**src/lhi_pkg.sv**
```systemverilog
// shared types and constants of the lcd host interface front end
package lhi_pkg;

  // host link style picked by the straps
  typedef enum logic [1:0] {LHI_BUS68, LHI_BUS80, LHI_SERIAL, LHI_INVALID} lhi_link_type;
  // parallel width family
  typedef enum logic [1:0] {LHI_W8, LHI_W9, LHI_W16, LHI_W18} lhi_width_type;
  // pixel input width
  typedef enum logic [1:0] {LHI_RGB6, LHI_RGB16, LHI_RGB18} lhi_rgb_type;

  // strap field positions
  localparam int LHI_STRAP_FAMILY_BIT = 3;
  localparam int LHI_STRAP_SERIAL_BIT = 2;
  localparam int LHI_STRAP_STYLE_BIT = 1;
  localparam int LHI_STRAP_NARROW_BIT = 0;
  localparam logic [2:0] LHI_STRAP_SERIAL_CODE = 3'h2;
  localparam logic [1:0] LHI_STRAP_SETTLE = 2'h3;

  // lanes each width drives on reads
  localparam logic [17:0] LHI_MASK_W8 = 18'h3fc00;
  localparam logic [17:0] LHI_MASK_W9 = 18'h3fe00;
  localparam logic [17:0] LHI_MASK_W16 = 18'h3fdfe;
  localparam logic [17:0] LHI_MASK_W18 = 18'h3ffff;
  localparam logic [17:0] LHI_LANES_OFF = 18'h3ffff;

  // serial frame layout
  localparam logic [4:0] LHI_SPI_PREFIX = 5'h0e;
  localparam logic [4:0] LHI_SPI_START_LAST = 5'h07;
  localparam logic [4:0] LHI_SPI_WORD_LAST = 5'h17;
  localparam logic [4:0] LHI_SPI_WORD_FIRST = 5'h08;

  // rgb six bit mode collects three lane groups per pixel
  localparam logic [1:0] LHI_RGB6_LAST = 2'h2;

  // internal oscillator stand-in divides the system clock
  localparam logic [3:0] LHI_OSC_DIV_LAST = 4'h7;

  // pixel buffer shape
  localparam int LHI_FIFO_WIDTH = 20;
  localparam int LHI_FIFO_DEPTH = 32;

  // synchronised pins
  typedef struct packed {
    logic [3:0] straps;
    logic cs_n;
    logic rs;
    logic wrb;
    logic rdb;
    logic sdi;
    logic vs;
    logic hs;
    logic pclk;
    logic de;
    logic eclk_sel;
    logic eclk;
    logic [17:0] data;
  } lhi_pins_type;

  // one decoded host write
  typedef struct packed {
    logic is_data;
    logic [17:0] word;
  } lhi_cmd_type;

  // one buffered pixel with its boundary marks
  typedef struct packed {
    logic frame_first;
    logic line_first;
    logic [17:0] data;
  } lhi_pixel_type;

endpackage

```
**src/lhi_front_end.sv**
```systemverilog
// pixel fifo and the host interface front end of the display driver
//
// Contract
// - straps pick 68 or 80 bus, width family, and narrow width
// - strap code 010 selects serial; other unused codes are invalid
// - in serial mode lowest strap is the identity bit of start byte
// - active low reset initialises the whole block
// - host cycles count only while chip select is low
// - select low: index write or status read; high: data path
// - 68 style: direction pin picks read or write, enable qualifies
// - 80 style: low write strobe pulse performs a write
// - 80 style: low read strobe makes the device drive read data
// - serial mode: write strobe pin is the host serial clock
// - serial input bit sampled on each serial clock rising edge
// - serial output bit changes on serial clock rising edges
// - host lanes: 8 top eight, 9 top nine, 16 skips 9 and 0
// - pixel lanes: 6 top six, 16 skips 12 and 0, 18 all
// - vertical sync marks frame boundaries of pixel input
// - horizontal sync marks line boundaries of pixel input
// - pixel data taken on the host dot clock
// - data enable low marks valid pixels; polarity bit inverts this
// - device drives a frame head pulse for host write pacing
// - external clock select runs the core from the external clock
// - index then data works the same over every host link
// - memory reads go through a read buffer; first read is stale
// - serial start byte read/write and select bits choose the access

// synchronous fifo with a registered output stage
module lhi_fifo #(
  parameter int WIDTH = 20,
  parameter int DEPTH = 32
) (
  input wire logic clk_in,
  input wire logic reset_n_in,
  input wire logic in_valid_in,
  input wire logic [WIDTH-1:0] in_data_in,
  output logic in_ready_out,
  output logic out_valid_out,
  output logic [WIDTH-1:0] out_data_out,
  input wire logic out_ready_in
);
  localparam int AW = $clog2(DEPTH);

  typedef struct packed {
    logic [DEPTH-1:0][WIDTH-1:0] mem;
    logic [AW-1:0] wr_ptr;
    logic [AW-1:0] rd_ptr;
    logic [AW:0] count;
    logic in_ready;
    logic out_valid;
    logic [WIDTH-1:0] out_data;
  } lhi_fifo_state_type;

  lhi_fifo_state_type s_reg;
  lhi_fifo_state_type s_next;
  logic take;
  logic load;

  // write, prefetch into the output stage, and full tracking
  always_comb begin
    s_next = s_reg;
    take = in_valid_in && s_reg.in_ready;
    load = (!s_reg.out_valid || out_ready_in) && (s_reg.count != '0);
    if (take) begin
      s_next.mem[s_reg.wr_ptr] = in_data_in;
      s_next.wr_ptr = s_reg.wr_ptr + 1'b1;
    end
    if (load) begin
      s_next.out_data = s_reg.mem[s_reg.rd_ptr];
      s_next.rd_ptr = s_reg.rd_ptr + 1'b1;
      s_next.out_valid = 1'b1;
    end else if (out_ready_in) begin
      s_next.out_valid = 1'b0;
    end
    s_next.count = s_reg.count + {{AW{1'b0}}, take} - {{AW{1'b0}}, load};
    s_next.in_ready = (s_next.count != (AW+1)'(DEPTH));
  end

  // state register
  always_ff @(posedge clk_in or negedge reset_n_in) begin
    if (!reset_n_in) begin
      s_reg <= '0;
      s_reg.in_ready <= 1'b1;
    end else begin
      s_reg <= s_next;
    end
  end

  assign in_ready_out = s_reg.in_ready;
  assign out_valid_out = s_reg.out_valid;
  assign out_data_out = s_reg.out_data;
endmodule

// host link decoder, read buffer, serial engine and pixel intake
module lhi_front_end
  import lhi_pkg::*;
(
  input wire logic clk_in,
  input wire logic reset_n_in,
  input wire logic [3:0] interface_select_straps_in,
  input wire logic chip_select_n_in,
  input wire logic register_select_in,
  input wire logic dir_or_write_strobe_in,
  input wire logic enable_or_read_strobe_in,
  input wire logic serial_data_in,
  input wire logic [17:0] host_data_lanes_in,
  input wire logic vsync_in,
  input wire logic hsync_in,
  input wire logic pixel_clock_in,
  input wire logic data_enable_in,
  input wire logic ext_clock_select_in,
  input wire logic ext_clock_in,
  input wire logic rgb_enable_in,
  input wire lhi_rgb_type rgb_width_in,
  input wire logic enable_polarity_bit_in,
  input wire logic [8:0] status_line_in,
  input wire logic [17:0] mem_data_in,
  input wire logic scan_frame_start_in,
  input wire logic pixel_ready_in,
  output logic [17:0] host_data_lanes_out,
  output logic [17:0] host_data_lanes_oe_n_out,
  output logic serial_data_out,
  output lhi_link_type link_mode_out,
  output lhi_width_type link_width_out,
  output logic [7:0] index_register_out,
  output logic cmd_valid_out,
  output lhi_cmd_type cmd_out,
  output logic mem_read_req_out,
  output logic pixel_valid_out,
  output lhi_pixel_type pixel_out,
  output logic pixel_overflow_out,
  output logic frame_head_pulse_out,
  output logic core_tick_out,
  output logic ext_clock_active_out
);

  typedef struct packed {
    lhi_pins_type sync1;
    lhi_pins_type sync2;
    lhi_pins_type prev;
    logic [1:0] strap_wait;
    logic strap_done;
    lhi_link_type link;
    lhi_width_type width;
    logic id_bit;
    logic wr_half;
    logic rd_half;
    logic [17:0] wr_acc;
    logic [7:0] index;
    logic cmd_valid;
    lhi_cmd_type cmd;
    logic [17:0] read_buffer;
    logic mem_rd_req;
    logic [17:0] dq_out;
    logic [17:0] dq_oe_n;
    logic [4:0] spi_cnt;
    logic [15:0] spi_in;
    logic [15:0] spi_out;
    logic spi_ok;
    logic spi_rw;
    logic spi_rs;
    logic sdo;
    logic [1:0] pix_part;
    logic [17:0] pix_acc;
    logic frame_flag;
    logic line_flag;
    logic push;
    lhi_pixel_type push_word;
    logic overflow;
    logic [3:0] osc_cnt;
    logic tick;
    logic ext_active;
    logic frame_head_pulse;
  } lhi_state_type;

  lhi_state_type s_reg;
  lhi_state_type s_next;
  lhi_pins_type pins;
  lhi_pins_type p;
  lhi_pins_type q;
  logic fifo_ready;
  logic sel;
  logic narrow;
  logic wr_end;
  logic rd_start;
  logic rd_end;
  logic sclk_rise;
  logic pclk_rise;
  logic pix_valid;
  logic [7:0] start_byte;
  logic [17:0] word;
  logic [17:0] rd_word;

  // merge one host transfer into the word under assembly
  function automatic logic [17:0] lhi_from_lanes(lhi_width_type w, logic [17:0] l,
                                                 logic first, logic [17:0] acc);
    unique case (w)
      LHI_W8: lhi_from_lanes = first ? {2'h0, l[17:10], 8'h00} : {acc[17:8], l[17:10]};
      LHI_W9: lhi_from_lanes = first ? {l[17:9], 9'h000} : {acc[17:9], l[17:9]};
      LHI_W16: lhi_from_lanes = {2'h0, l[17:10], l[8:1]};
      LHI_W18: lhi_from_lanes = l;
    endcase
  endfunction

  // place one part of a word onto the lanes of the width
  function automatic logic [17:0] lhi_to_lanes(lhi_width_type w, logic [17:0] d, logic first);
    unique case (w)
      LHI_W8: lhi_to_lanes = {first ? d[15:8] : d[7:0], 10'h000};
      LHI_W9: lhi_to_lanes = {first ? d[17:9] : d[8:0], 9'h000};
      LHI_W16: lhi_to_lanes = {d[15:8], 1'b0, d[7:0], 1'b0};
      LHI_W18: lhi_to_lanes = d;
    endcase
  endfunction

  // lanes that a width may drive, as active low enables
  function automatic logic [17:0] lhi_oe_n(lhi_width_type w);
    unique case (w)
      LHI_W8: lhi_oe_n = ~LHI_MASK_W8;
      LHI_W9: lhi_oe_n = ~LHI_MASK_W9;
      LHI_W16: lhi_oe_n = ~LHI_MASK_W16;
      LHI_W18: lhi_oe_n = ~LHI_MASK_W18;
    endcase
  endfunction

  // pixel data buffer toward the timing controller
  lhi_fifo #(
    .WIDTH(LHI_FIFO_WIDTH),
    .DEPTH(LHI_FIFO_DEPTH)
  ) u_pixel_fifo (
    .clk_in(clk_in),
    .reset_n_in(reset_n_in),
    .in_valid_in(s_reg.push),
    .in_data_in(s_reg.push_word),
    .in_ready_out(fifo_ready),
    .out_valid_out(pixel_valid_out),
    .out_data_out(pixel_out),
    .out_ready_in(pixel_ready_in)
  );

  // gather the asynchronous pins
  always_comb begin
    pins.straps = interface_select_straps_in;
    pins.cs_n = chip_select_n_in;
    pins.rs = register_select_in;
    pins.wrb = dir_or_write_strobe_in;
    pins.rdb = enable_or_read_strobe_in;
    pins.sdi = serial_data_in;
    pins.vs = vsync_in;
    pins.hs = hsync_in;
    pins.pclk = pixel_clock_in;
    pins.de = data_enable_in;
    pins.eclk_sel = ext_clock_select_in;
    pins.eclk = ext_clock_in;
    pins.data = host_data_lanes_in;
  end

  // next state of the whole front end
  always_comb begin
    s_next = s_reg;
    p = s_reg.sync2;
    q = s_reg.prev;
    s_next.sync1 = pins;
    s_next.sync2 = s_reg.sync1;
    s_next.prev = s_reg.sync2;
    s_next.cmd_valid = 1'b0;
    s_next.mem_rd_req = 1'b0;
    s_next.push = 1'b0;
    s_next.frame_head_pulse = scan_frame_start_in;
    narrow = (s_reg.width == LHI_W8) || (s_reg.width == LHI_W9);
    sel = !p.cs_n;
    word = '0;
    start_byte = '0;

    // straps are caught once the synchronisers have settled after reset
    if (!s_reg.strap_done) begin
      s_next.strap_wait = s_reg.strap_wait + 2'h1;
      if (s_reg.strap_wait == LHI_STRAP_SETTLE) begin
        s_next.strap_done = 1'b1;
        s_next.id_bit = p.straps[LHI_STRAP_NARROW_BIT];
        if (p.straps[3:1] == LHI_STRAP_SERIAL_CODE) begin
          s_next.link = LHI_SERIAL;
        end else if (p.straps[LHI_STRAP_SERIAL_BIT]) begin
          s_next.link = LHI_INVALID;
        end else begin
          s_next.link = p.straps[LHI_STRAP_STYLE_BIT] ? LHI_BUS80 : LHI_BUS68;
        end
        unique case ({p.straps[LHI_STRAP_FAMILY_BIT], p.straps[LHI_STRAP_NARROW_BIT]})
          2'h0: s_next.width = LHI_W16;
          2'h1: s_next.width = LHI_W8;
          2'h2: s_next.width = LHI_W18;
          2'h3: s_next.width = LHI_W9;
        endcase
      end
    end

    // strobe decoding per bus style
    if (s_reg.link == LHI_BUS80) begin
      wr_end = sel && !q.wrb && p.wrb;
      rd_start = sel && q.rdb && !p.rdb;
      rd_end = !q.rdb && p.rdb;
    end else if (s_reg.link == LHI_BUS68) begin
      wr_end = sel && q.rdb && !p.rdb && !q.wrb;
      rd_start = sel && !q.rdb && p.rdb && p.wrb;
      rd_end = q.rdb && !p.rdb;
    end else begin
      wr_end = 1'b0;
      rd_start = 1'b0;
      rd_end = 1'b0;
    end
    rd_word = q.rs ? s_reg.read_buffer : {9'h000, status_line_in};
    if (s_reg.link == LHI_BUS80 || s_reg.link == LHI_BUS68) begin
      rd_word = p.rs ? s_reg.read_buffer : {9'h000, status_line_in};
    end

    // parallel write: lanes of the width only, two parts when narrow
    if (wr_end) begin
      word = lhi_from_lanes(s_reg.width, q.data, !s_reg.wr_half, s_reg.wr_acc);
      if (narrow && !s_reg.wr_half) begin
        s_next.wr_acc = word;
        s_next.wr_half = 1'b1;
      end else begin
        s_next.wr_half = 1'b0;
        s_next.cmd_valid = 1'b1;
        s_next.cmd.is_data = q.rs;
        s_next.cmd.word = word;
        if (!q.rs) begin
          s_next.index = word[7:0];
        end
      end
    end

    // parallel read: drive used lanes, reload the read buffer at the end
    if (rd_start) begin
      s_next.dq_out = lhi_to_lanes(s_reg.width, rd_word, !s_reg.rd_half);
      s_next.dq_oe_n = lhi_oe_n(s_reg.width);
    end
    if (rd_end && !s_reg.dq_oe_n[17]) begin
      s_next.dq_oe_n = LHI_LANES_OFF;
      if (narrow && !s_reg.rd_half) begin
        s_next.rd_half = 1'b1;
      end else begin
        s_next.rd_half = 1'b0;
        if (q.rs) begin
          s_next.read_buffer = mem_data_in;
          s_next.mem_rd_req = 1'b1;
        end
      end
    end

    // serial engine on the write strobe pin used as clock
    sclk_rise = (s_reg.link == LHI_SERIAL) && sel && !q.wrb && p.wrb;
    if (sclk_rise) begin
      s_next.spi_in = {s_reg.spi_in[14:0], p.sdi};
      s_next.spi_cnt = s_reg.spi_cnt + 5'h01;
      s_next.sdo = s_reg.spi_out[15];
      s_next.spi_out = {s_reg.spi_out[14:0], 1'b0};
      if (s_reg.spi_cnt == LHI_SPI_START_LAST) begin
        start_byte = {s_reg.spi_in[6:0], p.sdi};
        s_next.spi_ok = (start_byte[7:3] == LHI_SPI_PREFIX) && (start_byte[2] == s_reg.id_bit);
        s_next.spi_rs = start_byte[1];
        s_next.spi_rw = start_byte[0];
        s_next.spi_out = start_byte[1] ? s_reg.read_buffer[15:0] : {7'h00, status_line_in};
      end
      if (s_reg.spi_cnt == LHI_SPI_WORD_LAST) begin
        s_next.spi_cnt = LHI_SPI_WORD_FIRST;
        if (s_reg.spi_ok && !s_reg.spi_rw) begin
          s_next.cmd_valid = 1'b1;
          s_next.cmd.is_data = s_reg.spi_rs;
          s_next.cmd.word = {2'h0, s_reg.spi_in[14:0], p.sdi};
          if (!s_reg.spi_rs) begin
            s_next.index = {s_reg.spi_in[6:0], p.sdi};
          end
        end
        if (s_reg.spi_ok && s_reg.spi_rw && s_reg.spi_rs) begin
          s_next.read_buffer = mem_data_in;
          s_next.mem_rd_req = 1'b1;
          s_next.spi_out = mem_data_in[15:0];
        end
      end
    end

    // deselect ends any cycle in progress and floats the lanes
    if (p.cs_n) begin
      s_next.dq_oe_n = LHI_LANES_OFF;
      s_next.wr_half = 1'b0;
      s_next.rd_half = 1'b0;
      s_next.spi_cnt = '0;
      s_next.spi_ok = 1'b0;
      s_next.sdo = 1'b0;
    end

    // pixel intake on the dot clock
    pclk_rise = rgb_enable_in && !q.pclk && p.pclk;
    pix_valid = (p.de == enable_polarity_bit_in);
    if (s_reg.push) begin
      s_next.frame_flag = 1'b0;
      s_next.line_flag = 1'b0;
    end
    if (rgb_enable_in && q.vs && !p.vs) begin
      s_next.frame_flag = 1'b1;
    end
    if (rgb_enable_in && q.hs && !p.hs) begin
      s_next.line_flag = 1'b1;
    end
    if (pclk_rise && pix_valid) begin
      word = '0;
      unique case (rgb_width_in)
        LHI_RGB6: word = {s_reg.pix_acc[11:0], p.data[17:12]};
        LHI_RGB16: word = {2'h0, p.data[17:13], p.data[11:1]};
        LHI_RGB18: word = p.data;
        default: word = p.data;
      endcase
      s_next.pix_acc = word;
      s_next.pix_part = '0;
      if (rgb_width_in == LHI_RGB6 && s_reg.pix_part != LHI_RGB6_LAST) begin
        s_next.pix_part = s_reg.pix_part + 2'h1;
      end else if (fifo_ready) begin
        s_next.push = 1'b1;
        s_next.push_word.frame_first = s_next.frame_flag;
        s_next.push_word.line_first = s_next.line_flag;
        s_next.push_word.data = word;
      end else begin
        s_next.overflow = 1'b1;
      end
    end

    // core tick from the internal divider or the external clock
    s_next.ext_active = p.eclk_sel;
    s_next.osc_cnt = (s_reg.osc_cnt == LHI_OSC_DIV_LAST) ? '0 : s_reg.osc_cnt + 4'h1;
    s_next.tick = p.eclk_sel ? (!q.eclk && p.eclk) : (s_reg.osc_cnt == LHI_OSC_DIV_LAST);
  end

  // state register; everything returns to its idle value under reset
  always_ff @(posedge clk_in or negedge reset_n_in) begin
    if (!reset_n_in) begin
      s_reg <= '0;
      s_reg.link <= LHI_INVALID;
      s_reg.dq_oe_n <= LHI_LANES_OFF;
    end else begin
      s_reg <= s_next;
    end
  end

  assign host_data_lanes_out = s_reg.dq_out;
  assign host_data_lanes_oe_n_out = s_reg.dq_oe_n;
  assign serial_data_out = s_reg.sdo;
  assign link_mode_out = s_reg.link;
  assign link_width_out = s_reg.width;
  assign index_register_out = s_reg.index;
  assign cmd_valid_out = s_reg.cmd_valid;
  assign cmd_out = s_reg.cmd;
  assign mem_read_req_out = s_reg.mem_rd_req;
  assign pixel_overflow_out = s_reg.overflow;
  assign frame_head_pulse_out = s_reg.frame_head_pulse;
  assign core_tick_out = s_reg.tick;
  assign ext_clock_active_out = s_reg.ext_active;
endmodule

```
**config.mk**
```make
export PLATFORM = sky130hd
export DESIGN_NAME = lhi_front_end
export DESIGN_NICKNAME = d
export VERILOG_FILES = /design/src/lhi_pkg.sv /design/src/lhi_front_end.sv
export SDC_FILE = /design/constraint.sdc
export NUM_CORES = 1
export LEC_CHECK = 0
export BUFFER_PORTS_ARGS = -buffer_cell sky130_fd_sc_hd__buf_2
export CORE_UTILIZATION = 55
export CTS_BUF_LIST = sky130_fd_sc_hd__clkbuf_2 sky130_fd_sc_hd__clkbuf_4 sky130_fd_sc_hd__clkbuf_8
export CTS_CLUSTER_DIAMETER = 150
export DETAILED_ROUTE_END_ITERATION = 12
export PLACE_DENSITY = 0.71
export SLEW_MARGIN = 20
export SYNTH_ARGS = -nofsm -noshare
export SYNTH_HDL_FRONTEND = slang
export SYNTH_SLANG_ARGS = --single-unit
```
**constraint.sdc**
```tcl
create_clock -name clk_in -period 3.8 [get_ports clk_in]
set_clock_uncertainty 0.15 [all_clocks]
set_input_delay 0.19 -clock clk_in [delete_from_list [all_inputs] [get_ports clk_in]]
set_output_delay 0.19 -clock clk_in [all_outputs]
set_load 0.02 [all_outputs]
```
# Yosys cells after proc, flatten, opt, wreduce, memory -nomap -nowiden

Cells that the tools add are included.

Reduce and logical (&&, ||, !) cells: 65
Bitwise logic cells: 3
Add/sub/neg operators: 8
$lt $le $gt $ge: 3
Multiplexer cells: 67
Equal/unequal tests: 19

Operator list:

| operator            | number |
|---|---|
| $bwmux 640          | 1 |
| $pmux 18 s4         | 3 |
| $mux 18             | 7 |
| $bmux 20 s5         | 1 |
| $demux 20 s5        | 1 |
| $mux 19             | 5 |
| $mux 47             | 2 |
| $mux 28             | 3 |
| $mux 16             | 3 |
| $mux 22             | 2 |
| $mux 41             | 1 |
| $mux 20             | 2 |
| $pmux 18 s2         | 1 |
| $logic_and 1x1->1   | 32 |
| $mux 8              | 3 |
| $mux 23             | 1 |
| $mux 21             | 1 |
| $mux 1              | 19 |
| $add 5x1->5 const B | 3 |
| $logic_not 1->1     | 13 |
| $eq 2x2->1 const B  | 6 |
| $lt 5x6->1 const B  | 2 |
| $mux 6              | 2 |
| $mux 2              | 5 |
| other kinds (26)    | 46 |

Output and inout bits: 95
Bits of input ports: 68
Register bits after elaboration: 966
Word-level logic and storage cells: 273

# Depth between registers and ports, before layout

Gate-level depths: netlist of the first run.

Depth after elaboration: 11
Depth in mapped cells: 13
Mapped depth without buffers: 12

# Cells and area by module

A second synthesis of the first run with hierarchy kept.

Cell total of the unflattened synthesis: 3081
Area, all modules: 42440.7 µm²

Modules (own cells, without submodules):

| module        | seq. area each (µm²) | instances | cells each | area an instance (µm²) |
|---|---|---|---|---|
| lhi_fifo      | 16967.5              | 1         | 2031       | 30794.5 |
| lhi_front_end | 6638.9               | 1         | 1050       | 11646.2 |

# Least setup slack after synthesis of the first run

OpenSTA, ideal clock, no wires.

Path kind: reg2reg
From: register u_pixel_fifo.s_reg[26] (netlist bit)
To: register u_pixel_fifo.s_reg (netlist bit u_pixel_fifo.in_ready_out)
Slack: 0.334 ns
Setup time: 0.093 ns
Data required time: 3.557 ns
Buffers on the path: 1
Period minus slack after synthesis: 3.466 ns
Data arrival time: 3.223 ns
Stages on the path, launching flop included: 13
Cell sequence: dfrtp_1 -> inv_1 -> ha_1 -> a31oi_1 -> clkbuf_1 -> ha_1 -> inv_1 -> ha_1 -> a21o_1 -> a21oi_1 -> nor4b_1 -> a2111oi_0 -> or4bb_1

RTL lines:

| what                   | RTL line            | source |
|---|---|---|
| start, declared        | lhi_front_end.sv:54 | `lhi_fifo_state_type s_reg;` |
| start signal, assigned | lhi_front_end.sv:85 | `s_reg <= s_next;` |

# Worst setup path after layout of the first run

From: register u_pixel_fifo.s_reg[30] (netlist bit)
To: register u_pixel_fifo.s_reg (netlist bit u_pixel_fifo.out_data_out[15])

Longest elaborated chain between the ends: 2

RTL lines:

| what                          | RTL line            | source |
|---|---|---|
| $bmux 20 s5                   | lhi_front_end.sv:69 | `s_next.out_data = s_reg.mem[s_reg.rd_ptr];` |
| $mux 20 (not written as such) | lhi_front_end.sv:69 |  |

No other way between the ends. The select of a mux whose other input is x is not followed.
A chain may end at the register's enable or synchronous reset.

==> flow_summary_export.csv, run 1 <==
group,metric,value,unit
setup_path,reg2reg_setup_slack,0.40,ns
synth,synthesis.area,42100,sq um
cells_and_area,fin_nets,3339,
setup_path,endpoint_kind,"flip-flop",
timing,max_freq,0.294,GHz
detailed_routing,drc_errors,0,
clock_network,clockRootBuffer,"clkbuf_8",
setup_path,crit_slowest_cell,"dfrtp_4",
detailed_routing,wirelength,103000,microns
timing,period_share,89.5,%
clock_network,htreeDepth,4,
setup_path,startpoint,"u_pixel_fifo.s_reg[30]$_DFFE_PN0P_",
clock_network,clkLatencyLatePin,0.79,ns
synth,synthTopCellsByArea,"dfrtp_1, mux2_2, mux4_2",
hold_path,hold_class,"input port to async pin",
clock_network,post_cts_buffers,0,
setup_path,r2r_start,"u_pixel_fifo.s_reg[30]$_DFFE_PN0P_",
floorplanning,die_area,77700,sq um
synth,synth_simple_gate_area_share,4.25,%
timing,period_minus_slack,3.40,ns
setup_path,critPathLaunchType,"flip-flop",
setup_path,path_cells,"buf_12, mux4_2, a22o_1, a2111oi_0, nor3_1",
placed_design,io_buffer_count,162,
timing,slew_viol_final,0,
floorplanning,start_util,55.6,%
grt,grt_max_degree,98,
grt,overflow,0,
synth,postSynthAreaPerCell,13.7,sq um
placed_design,dp_hpwl,63300,microns
timing,rsz0062_at_grt,"false",
grt,grt.total_usage,27.3,%
synth,synth-async-reset-ratio,100,%
flow_run,maxCapViolations,0,
cells_and_area,syn_to_final_growth,14.1,%
floorplanning,num_rows,101,
synth,yosysUniqueCellTypes,62,
placed_design,dpl.cell_count,3959,
clock_network,cts_tree,"yes",
synth,yosys.area.top_type,"dfrtp_1",
clock_network,ctsResizeCount,0,
placed_design,pre_cts_slack,0.492,ns
synth,yosys.area_share.adder,0.552,%
setup_path,worst-path-max-fanout,66,
clock_network,clock_sinks,943,
setup_path,path_class,"flip-flop to flip-flop",
grt,antenna_found_initial,6,
synth,muxShareOfSynthArea,29.8,%
synth,synth_nets,3151,
power_and_ir_drop,leakagePower,0.0232,uW
synth,synth_edf_count,0,
setup_path,crit_path_max_incr_delay,1.19,ns
synth,synthXorXnorAreaFrac,0.312,%
detailed_routing,vias,26300,
synth,synth_seq_area_share,56.0,%
cells_and_area,drive_gt1_share,42.5,%
grt,grt_pass1_vias,28600,
detailed_routing,drtIter0Drc,1948,
detailed_routing,post_drt_wl_per_cell,23.7,microns
synth,synthFlopType,"dfrtp_1",
power_and_ir_drop,cellPowerDensity,563,nW/um^2
detailed_routing,first_pass_iters,5,
synth,synth_commonest_cells,"dfrtp_1, mux2_2, clkbuf_1, mux2i_1, nand2_1",
timing,setup_viol_count_final,0,
synth,syn_inst,3065,
floorplanning,core-area,75800,sq um
synth,ys_ff_latch,943,
floorplanning,io_pins,163,
timing,slew_headroom,23.6,%
synth,synth_top_area_share,55.6,%
cells_and_area,largest_register_ffs,656,
setup_path,crit_arrival,3.88,ns
synth,synthMostInstantiatedCell,"dfrtp_1",
floorplanning,die_w,279,microns
clock_network,max-clock-path-buffers,3,
outcome,status,"finished clean",
floorplanning,chipHeight,279,microns
setup_path,crit_required,4.29,ns
placed_design,gp_congestion,0.856,
timing,finalSetupTns,0,ns
clock_network,clk_pin_slew,0.06,ns
grt,grt_pass1_wl,164000,microns
synth,synth_top_family_by_area,"multiplexers",
detailed_routing,drtAntennaViolNets,0,
synth,synth_compound_area_share,4.88,%
detailed_routing,drt-vias-per-instance,6.05,
cells_and_area,post-route-util,63.4,%
clock_network,cts_inserted_buffers,155,
timing,whs,0.0589,ns
timing,hold_violations,0,
synth,yosysWarnings,0,
timing,max_slew.worst_pin.slew,1.12,ns
power_and_ir_drop,peakVddDrop,420,uV
timing,setup_slack,0.401,ns
cells_and_area,post_layout_nonfiller_instances,4357,
==> per-stage QoR <==
stage / power [uW] / cell area (sq um)
floorplan: 15900 / 42100
global placement: 17600 / 43600
detailed placement: 17800 / 43600
CTS: 27300 / 48000
global route: 28200 / 48100
finish: 27100 / 48100
==> path summary, 6_finish.rpt <==
| kind | endpoint | cells after the start |
|---|---|---|
| worst max-delay path | u_pixel_fifo.out_data_out[15]$_DFFE_PN0P_ | 5 |
| worst min-delay path | host_data_lanes_oe_n_out[0]$_DFFE_PN1P_ | 2 |
| worst max register to register | u_pixel_fifo.out_data_out[15]$_DFFE_PN0P_ | 5 |
| worst min register to register | p[5]$_DFF_PN0_ | 0 |
| max in group asynchronous | s_reg[26]$_DFFE_PN0P_ | 4 |
| min in group clk_in | s_reg[143]$_DFF_PN0_ | 4 |
==> kinds of logic (layout without fill, tap and decap cells) <==
logic type,after synthesis,in the layout
xor+xnor,15,15
fa+ha+maj,18,18
mux,1013,1013
flops,943,943
other cells,0,6
compound gates,318,318
simple gates,391,391
buf+inv,367,675
==> timing repair <==
item                                    in CTS  in global routing
hold buffers                               115                  0
endpoints found under the hold margin      546                  0
endpoints found under the setup margin       0                  0
==> layout by cell type, fill, tap and decap left out, types with 36 or more instances in the layout <==
cell	count
dfrtp_1	917
clkbuf_8	198
a21oi_1	53
mux4_2	120
nor2_1	97
clkbuf_4	51
nand3_1	36
buf_4	82
nand2_1	138
mux2_2	703
o21ai_0	109
buf_2	161
mux2i_1	185
dlygate4sd3_1	114
a2111oi_0	43
o22ai_1	43
==> per-layer routing <==
| metal | GRT usage, % | up-vias | wire length, microns |
|---|---|---|---|
| met5 | 0 | - | 0 |
| met4 | 10.9 | 0 | 3020 |
| met3 | 4.78 | 218 | 5450 |
| met2 | 44.2 | 795 | 50700 |
| met1 | 36.9 | 13900 | 44000 |
| li1 | - | 11400 | - |
==> critical path: cells and delay by family (launching register included) <==
kind / cells / cell delay (ns)
compound gates: 2 / 1.17
buf+inv: 1 / 0.28
flops: 1 / 1.19
mux: 1 / 0.33
simple gates: 1 / 0.09
==> power breakdown <==
part | total [uW] | internal [uW] | switching, uW
combinational | 5090 | 2310 | 2780
sequential | 12700 | 10900 | 1760
clock | 9290 | 5190 | 4100
total | 27100 | 18400 | 8630
==> cell type report <==
class                           count  area, sq um
Antenna cell                        6         15.0
Clock buffer                      249         3110
Clock inverter                     28          194
Fill cell                        5553        27800
Inverter                           22         82.6
Multi-Input combinational cell   1755        16900
Sequential cell                   943        23600
Tap cell                          978         1220
Timing Repair Buffer              376         2950
Power figures use the tool's default switching activity.
==> inputs of run 2 (changes only) <==
--- a/config.mk
+++ b/config.mk
@@ -9,8 +9,10 @@
 export CORE_UTILIZATION = 55
 export CTS_BUF_LIST = sky130_fd_sc_hd__clkbuf_2 sky130_fd_sc_hd__clkbuf_4 sky130_fd_sc_hd__clkbuf_8
 export CTS_CLUSTER_DIAMETER = 150
+export CTS_CLUSTER_SIZE = 8
 export DETAILED_ROUTE_END_ITERATION = 12
-export PLACE_DENSITY = 0.71
+export PLACE_DENSITY = 0.72
+export SKIP_LAST_GASP = 1
 export SLEW_MARGIN = 20
 export SYNTH_ARGS = -nofsm -noshare
 export SYNTH_HDL_FRONTEND = slang
==> flow_summary_export.csv, run 2 (synthesized netlist as in run 1, its figures left out) <==
group,metric,value,unit
grt,overflow,0,
timing,setup_viol_count_final,0,
placed_design,dpl.cell_count,3959,
clock_network,clk_pin_slew,0.07,ns
detailed_routing,drt-vias-per-instance,6.19,
power_and_ir_drop,clock_power_share,28.7,%
placed_design,gp_congestion,0.871,
power_and_ir_drop,cellPowerDensity,533,nW/um^2
floorplanning,core-area,75800,sq um
timing,rsz0062_at_grt,"false",
power_and_ir_drop,leakagePower,0.0226,uW
setup_path,reg2reg_setup_slack,0.65,ns
grt,grt_pass1_wl,166000,microns
grt,antenna_found_initial,3,
power_and_ir_drop,power.switching,8210,uW
clock_network,max-clock-path-buffers,3,
detailed_routing,wirelength,104000,microns
cells_and_area,largest_register_ffs,656,
grt,grt_pass1_vias,28600,
clock_network,post_cts_buffers,0,
floorplanning,die_w,279,microns
cells_and_area,final_common_cell,"dfrtp_1",
timing,slew_viol_final,0,
setup_path,path_class,"flip-flop to flip-flop",
floorplanning,num_rows,101,
floorplanning,start_util,55.6,%
setup_path,worst-path-max-fanout,55,
timing,hold_violations,0,
timing,period_share,83.0,%
detailed_routing,first_pass_iters,6,
cells_and_area,fin_nets,3311,
timing,slew_headroom,26.3,%
clock_network,cts_inserted_buffers,135,
power_and_ir_drop,power_frac_comb,20.6,%
setup_path,endpoint_kind,"flip-flop",
power_and_ir_drop,seqPwrFrac,50.6,%
detailed_routing,drc_errors,0,
cells_and_area,final_cell_mix,"dfrtp_1, mux2_2, mux2i_1, buf_2, clkbuf_8",
clock_network,cts_tree,"yes",
placed_design,dp_hpwl,64300,microns
setup_path,crit_required,4.30,ns
setup_path,crit_arrival,3.65,ns
clock_network,clockRootBuffer,"clkbuf_8",
cells_and_area,post_layout_nonfiller_instances,4242,
hold_path,hold_class,"input port to flip-flop",
timing,period_minus_slack,3.15,ns
detailed_routing,drtAntennaViolNets,0,
cells_and_area,drive_gt1_share,40.8,%
setup_path,critPathLaunchType,"flip-flop",
grt,grt_max_degree,112,
timing,max_freq,0.317,GHz
clock_network,htreeDepth,4,
detailed_routing,post_drt_wl_per_cell,24.6,microns
flow_run,maxCapViolations,0,
placed_design,io_buffer_count,162,
power_and_ir_drop,p_sw_share,32.9,%
timing,finalSetupTns,0,ns
cells_and_area,syn_to_final_growth,11.2,%
floorplanning,io_pins,163,
floorplanning,chipHeight,279,microns
power_and_ir_drop,peakVddDrop,477,uV
detailed_routing,vias,26200,
floorplanning,die_area,77700,sq um
detailed_routing,drtIter0Drc,1937,
grt,grt.total_usage,27.8,%
outcome,status,"finished clean",
timing,max_slew.worst_pin.slew,1.11,ns
clock_network,clock_sinks,943,
power_and_ir_drop,power,25000,uW
clock_network,clkLatencyLatePin,0.80,ns
power_and_ir_drop,intPower,16800,uW
run 2: changes by cell type in the layout (fill, tap and decap cells not counted), sizes merged:
cell         change
clkbuf          -85
dlygate4sd3      -8
inv              -3
clkinv          -16
diode            -3
run 2: layout make-up:
class | count | area [sq um]
Inverter | 22 | 82.6
Antenna cell | 3 | 7.51
Sequential cell | 943 | 23600
Clock buffer | 164 | 2100
Multi-Input combinational cell | 1755 | 16900
Tap cell | 978 | 1220
Timing Repair Buffer | 368 | 2830
Clock inverter | 9 | 73.8
Fill cell | 5644 | 29000
run 2: path summary, 6_finish.rpt:
kind                       depth (start not counted)                               start                                   endpoint
setup / recovery                                   5  u_pixel_fifo.s_reg[30]$_DFFE_PN0P_  u_pixel_fifo.out_data_out[13]$_DFFE_PN0P_
hold / removal                                     3                      mem_data_in[7]                       s_reg[136]$_DFF_PN0_
setup reg to reg                                   5  u_pixel_fifo.s_reg[30]$_DFFE_PN0P_  u_pixel_fifo.out_data_out[13]$_DFFE_PN0P_
hold reg to reg                                    0               s_next[240]$_DFF_PN0_                             p[4]$_DFF_PN0_
max in group asynchronous                          4                          reset_n_in                            q[15]$_DFF_PN0_
min in group asynchronous                          3                          reset_n_in        u_pixel_fifo.s_reg[310]$_DFFE_PN0P_
run 2: what timing repair did:
| action | in CTS | in global routing |
|---|---|---|
| hold buffers | 107 | 0 |
| hold endpoints to repair | 447 | 0 |
| gates resized for setup | 0 | 0 |
run 2: metal layers:
| layer | wire length (microns) | vias to the layer above | global-route usage, % |
|---|---|---|---|
| li1 | - | 11200 | - |
| met1 | 43300 | 13900 | 36.7 |
| met2 | 51800 | 846 | 45.8 |
| met3 | 5820 | 250 | 4.71 |
| met4 | 3550 | 0 | 11.2 |
| met5 | 0 | - | 0 |
run 2: per-stage QoR:
stage / hold slack (ns) / setup slack [ns] / cell area, sq um / util, %
6_report: 0.0586 / 0.648 / 46800 / 61.8
5_1_grt: 0.0410 / 0.571 / 46800 / 61.8
4_1_cts: 0.00232 / 0.739 / 46800 / 61.7
3_5_place_dp: 0.149 / 0.705 / 43500 / 57.4
3_3_place_gp: 0.148 / 0.758 / 43500 / 57.4
2_1_floorplan: -0.256 / 0.334 / 42100 / -
run 2: power groups by stage:
stage,Clock [uW],Combinational [uW],Sequential [uW]
final,7180,5150,12600
after global placement,0,4940,12600
after CTS,7340,5180,12600
after global routing,7760,5540,12800
after floorplan,0,4390,11500
after detailed placement,0,5080,12800
run 2: critical path: stages (launching register included):
cell	delay [ns]
dfrtp_4	1.04
buf_12	0.32
mux4_2	0.33
a22o_1	0.24
a2111oi_0	0.81
nor3_1	0.11
==> inputs of run 3 (changes only) <==
==> constraint.sdc (replaced) <==
create_clock -name clk_in -period 3.2 [get_ports clk_in]
set_clock_uncertainty 0.15 [all_clocks]
set_input_delay 0.16 -clock clk_in [delete_from_list [all_inputs] [get_ports clk_in]]
set_output_delay 0.16 -clock clk_in [all_outputs]
set_load 0.02 [all_outputs]
==> flow_summary_export.csv, run 3 (synthesized netlist as in run 1, its figures left out) <==
group,metric,value,unit
outcome,status,"finished clean",
clock_network,cts_tree,"yes",
setup_path,r2r_end,"u_pixel_fifo.out_data_out[5]$_DFFE_PN0P_",
grt,overflow,0,
floorplanning,core-area,75800,sq um
detailed_routing,vias,26000,
clock_network,htreeDepth,4,
setup_path,endpoint_kind,"flip-flop",
power_and_ir_drop,peakVddDrop,386,uV
power_and_ir_drop,power,29700,uW
floorplanning,die_w,279,microns
placed_design,dp_hpwl,62900,microns
detailed_routing,drtIter0Drc,2041,
detailed_routing,drt-vias-per-instance,6.10,
detailed_routing,drtAntennaViolNets,0,
cells_and_area,fin_nets,3342,
clock_network,max-clock-path-buffers,3,
hold_path,hold_class,"input port to flip-flop",
setup_path,crit_slowest_cell,"a2111oi_0",
placed_design,gp_congestion,0.894,
timing,finalSetupTns,0,ns
floorplanning,start_util,55.6,%
setup_path,reg2reg_setup_slack,0.12,ns
floorplanning,num_rows,101,
setup_path,startpoint,"u_pixel_fifo.s_reg[28]$_DFFE_PN0P_",
flow_run,maxCapViolations,0,
hold_path,hold_start,"mem_data_in[13]",
setup_path,path_class,"flip-flop to flip-flop",
timing,setup_viol_count_final,0,
setup_path,reg2regPathDepth,6,
timing,max_slew.worst_pin.slew,1.13,ns
setup_path,worst-path-max-fanout,28,
cells_and_area,largest_register_ffs,656,
setup_path,path_cells,"buf_12, mux4_2, a22o_1, a2111oi_0, buf_4, nor3_1",
timing,max_freq,0.324,GHz
cells_and_area,post-route-util,62.0,%
cells_and_area,final_common_cell,"dfrtp_1",
placed_design,io_buffer_count,162,
grt,grt_pass1_vias,28000,
setup_path,cp_top_family,"compound AO/OA/AOI/OAI gates",
hold_path,hold_depth,3,
grt,grt_pass1_wl,162000,microns
clock_network,clockRootBuffer,"clkbuf_8",
cells_and_area,nFillCells,5661,
setup_path,crit_required,3.69,ns
detailed_routing,drc_errors,0,
power_and_ir_drop,cellPowerDensity,631,nW/um^2
placed_design,postPlaceCellArea,43700,sq um
timing,rsz0062_at_grt,"false",
clock_network,clkLatencyLatePin,0.79,ns
detailed_routing,wirelength,101000,microns
cells_and_area,final_cell_mix,"dfrtp_1, mux2_2, mux2i_1, buf_2, nand2_1",
setup_path,critPathLaunchType,"flip-flop",
timing,slew_viol_final,0,
grt,grt_max_degree,123,
clock_network,clock_sinks,943,
detailed_routing,post_drt_wl_per_cell,23.7,microns
power_and_ir_drop,leakagePower,0.0227,uW
timing,slew_headroom,24.6,%
floorplanning,chipHeight,279,microns
setup_path,worstPathBufferInverterCount,2,
timing,period_minus_slack,3.08,ns
cells_and_area,drive_gt1_share,40.6,%
floorplanning,die_area,77700,sq um
setup_path,crit_path_max_incr_delay,0.80,ns
setup_path,crit_arrival,3.57,ns
timing,hold_violations,0,
grt,grt.total_usage,26.9,%
cells_and_area,stdcell_area,47000,sq um
setup_path,r2r_start,"u_pixel_fifo.s_reg[28]$_DFFE_PN0P_",
floorplanning,io_pins,163,
clock_network,cts_inserted_buffers,135,
cells_and_area,syn_to_final_growth,11.7,%
timing,period_share,96.4,%
grt,antenna_found_initial,2,
hold_path,hold_end,"s_reg[142]$_DFF_PN0_",
detailed_routing,first_pass_iters,7,
clock_network,clk_pin_slew,0.06,ns
[run 3: worst max-delay path by stage]
| stage | endpoint | slack, ns | depth (start not counted) |
|---|---|---|---|
| final | u_pixel_fifo.out_data_out[5]$_DFFE_PN0P_ | 0.12 | 6 |
| after global placement | u_pixel_fifo.out_data_out[11]$_DFFE_PN0P_ | 0.1 | 6 |
| after detailed placement | u_pixel_fifo.in_ready_out$_DFF_PN1_ | -0.09 | 11 |
| after CTS | u_pixel_fifo.out_data_out[11]$_DFFE_PN0P_ | 0.02 | 6 |
| after floorplan | u_pixel_fifo.in_ready_out$_DFF_PN1_ | 0.06 | 11 |
| after global routing | u_pixel_fifo.out_data_out[5]$_DFFE_PN0P_ | 0.03 | 9 |
[run 3: power by group]
group          internal [uW]  switching [uW]
clock                   4040            4300
combinational           2910            3620
sequential             13000            1840
total                  19900            9760
[run 3: layout make-up]
type	instances	area [sq um]	area share (%)
diodes	2	5.00	0.0106
clock buffers	153	2010	4.26
clock inverters	9	75.1	0.160
inverters	22	82.6	0.176
multi-input cells	1755	16900	35.8
flip-flops and latches	943	23600	50.2
well taps	978	1220	2.60
repair buffers	399	3150	6.70
[run 3: metal layers]
metal,track usage [%],vias to the layer above,part of all wire [%]
met3,4.58,187,4.9
met2,43.9,719,49
met4,9.47,0,2.5
li1,-,11300,-
met5,0,-,0
met1,36.5,13800,43
[run 3: worst reg2reg max path: cells and delay by family (launching register included)]
kind                   cells  cell delay [ns]
AO/OA/AOI/OAI              2             1.06
buffers and inverters      2             0.53
flip-flops                 1             0.61
multiplexers               1             0.56
AND/OR/NAND/NOR            1             0.04
[run 3: through the flow]
step                hold WS [ns]  setup slack (ns)  cells
finish                     0.103             0.115   4261
global route              0.0657            0.0332   4261
CTS                     0.000658            0.0152   4259
detailed placement        0.0440           -0.0925   3978
global placement          0.0413            0.0992   3978
floorplan                 -0.286            0.0604   3065
[run 3: what timing repair did]
action	4_1_cts	5_1_grt
cloned	0	0
setup buffers	0	0
pin swaps	1	0
endpoints found under the hold margin	1066	0
setup endpoints to repair	1	2
hold buffers	119	0
gates resized for setup	2	2
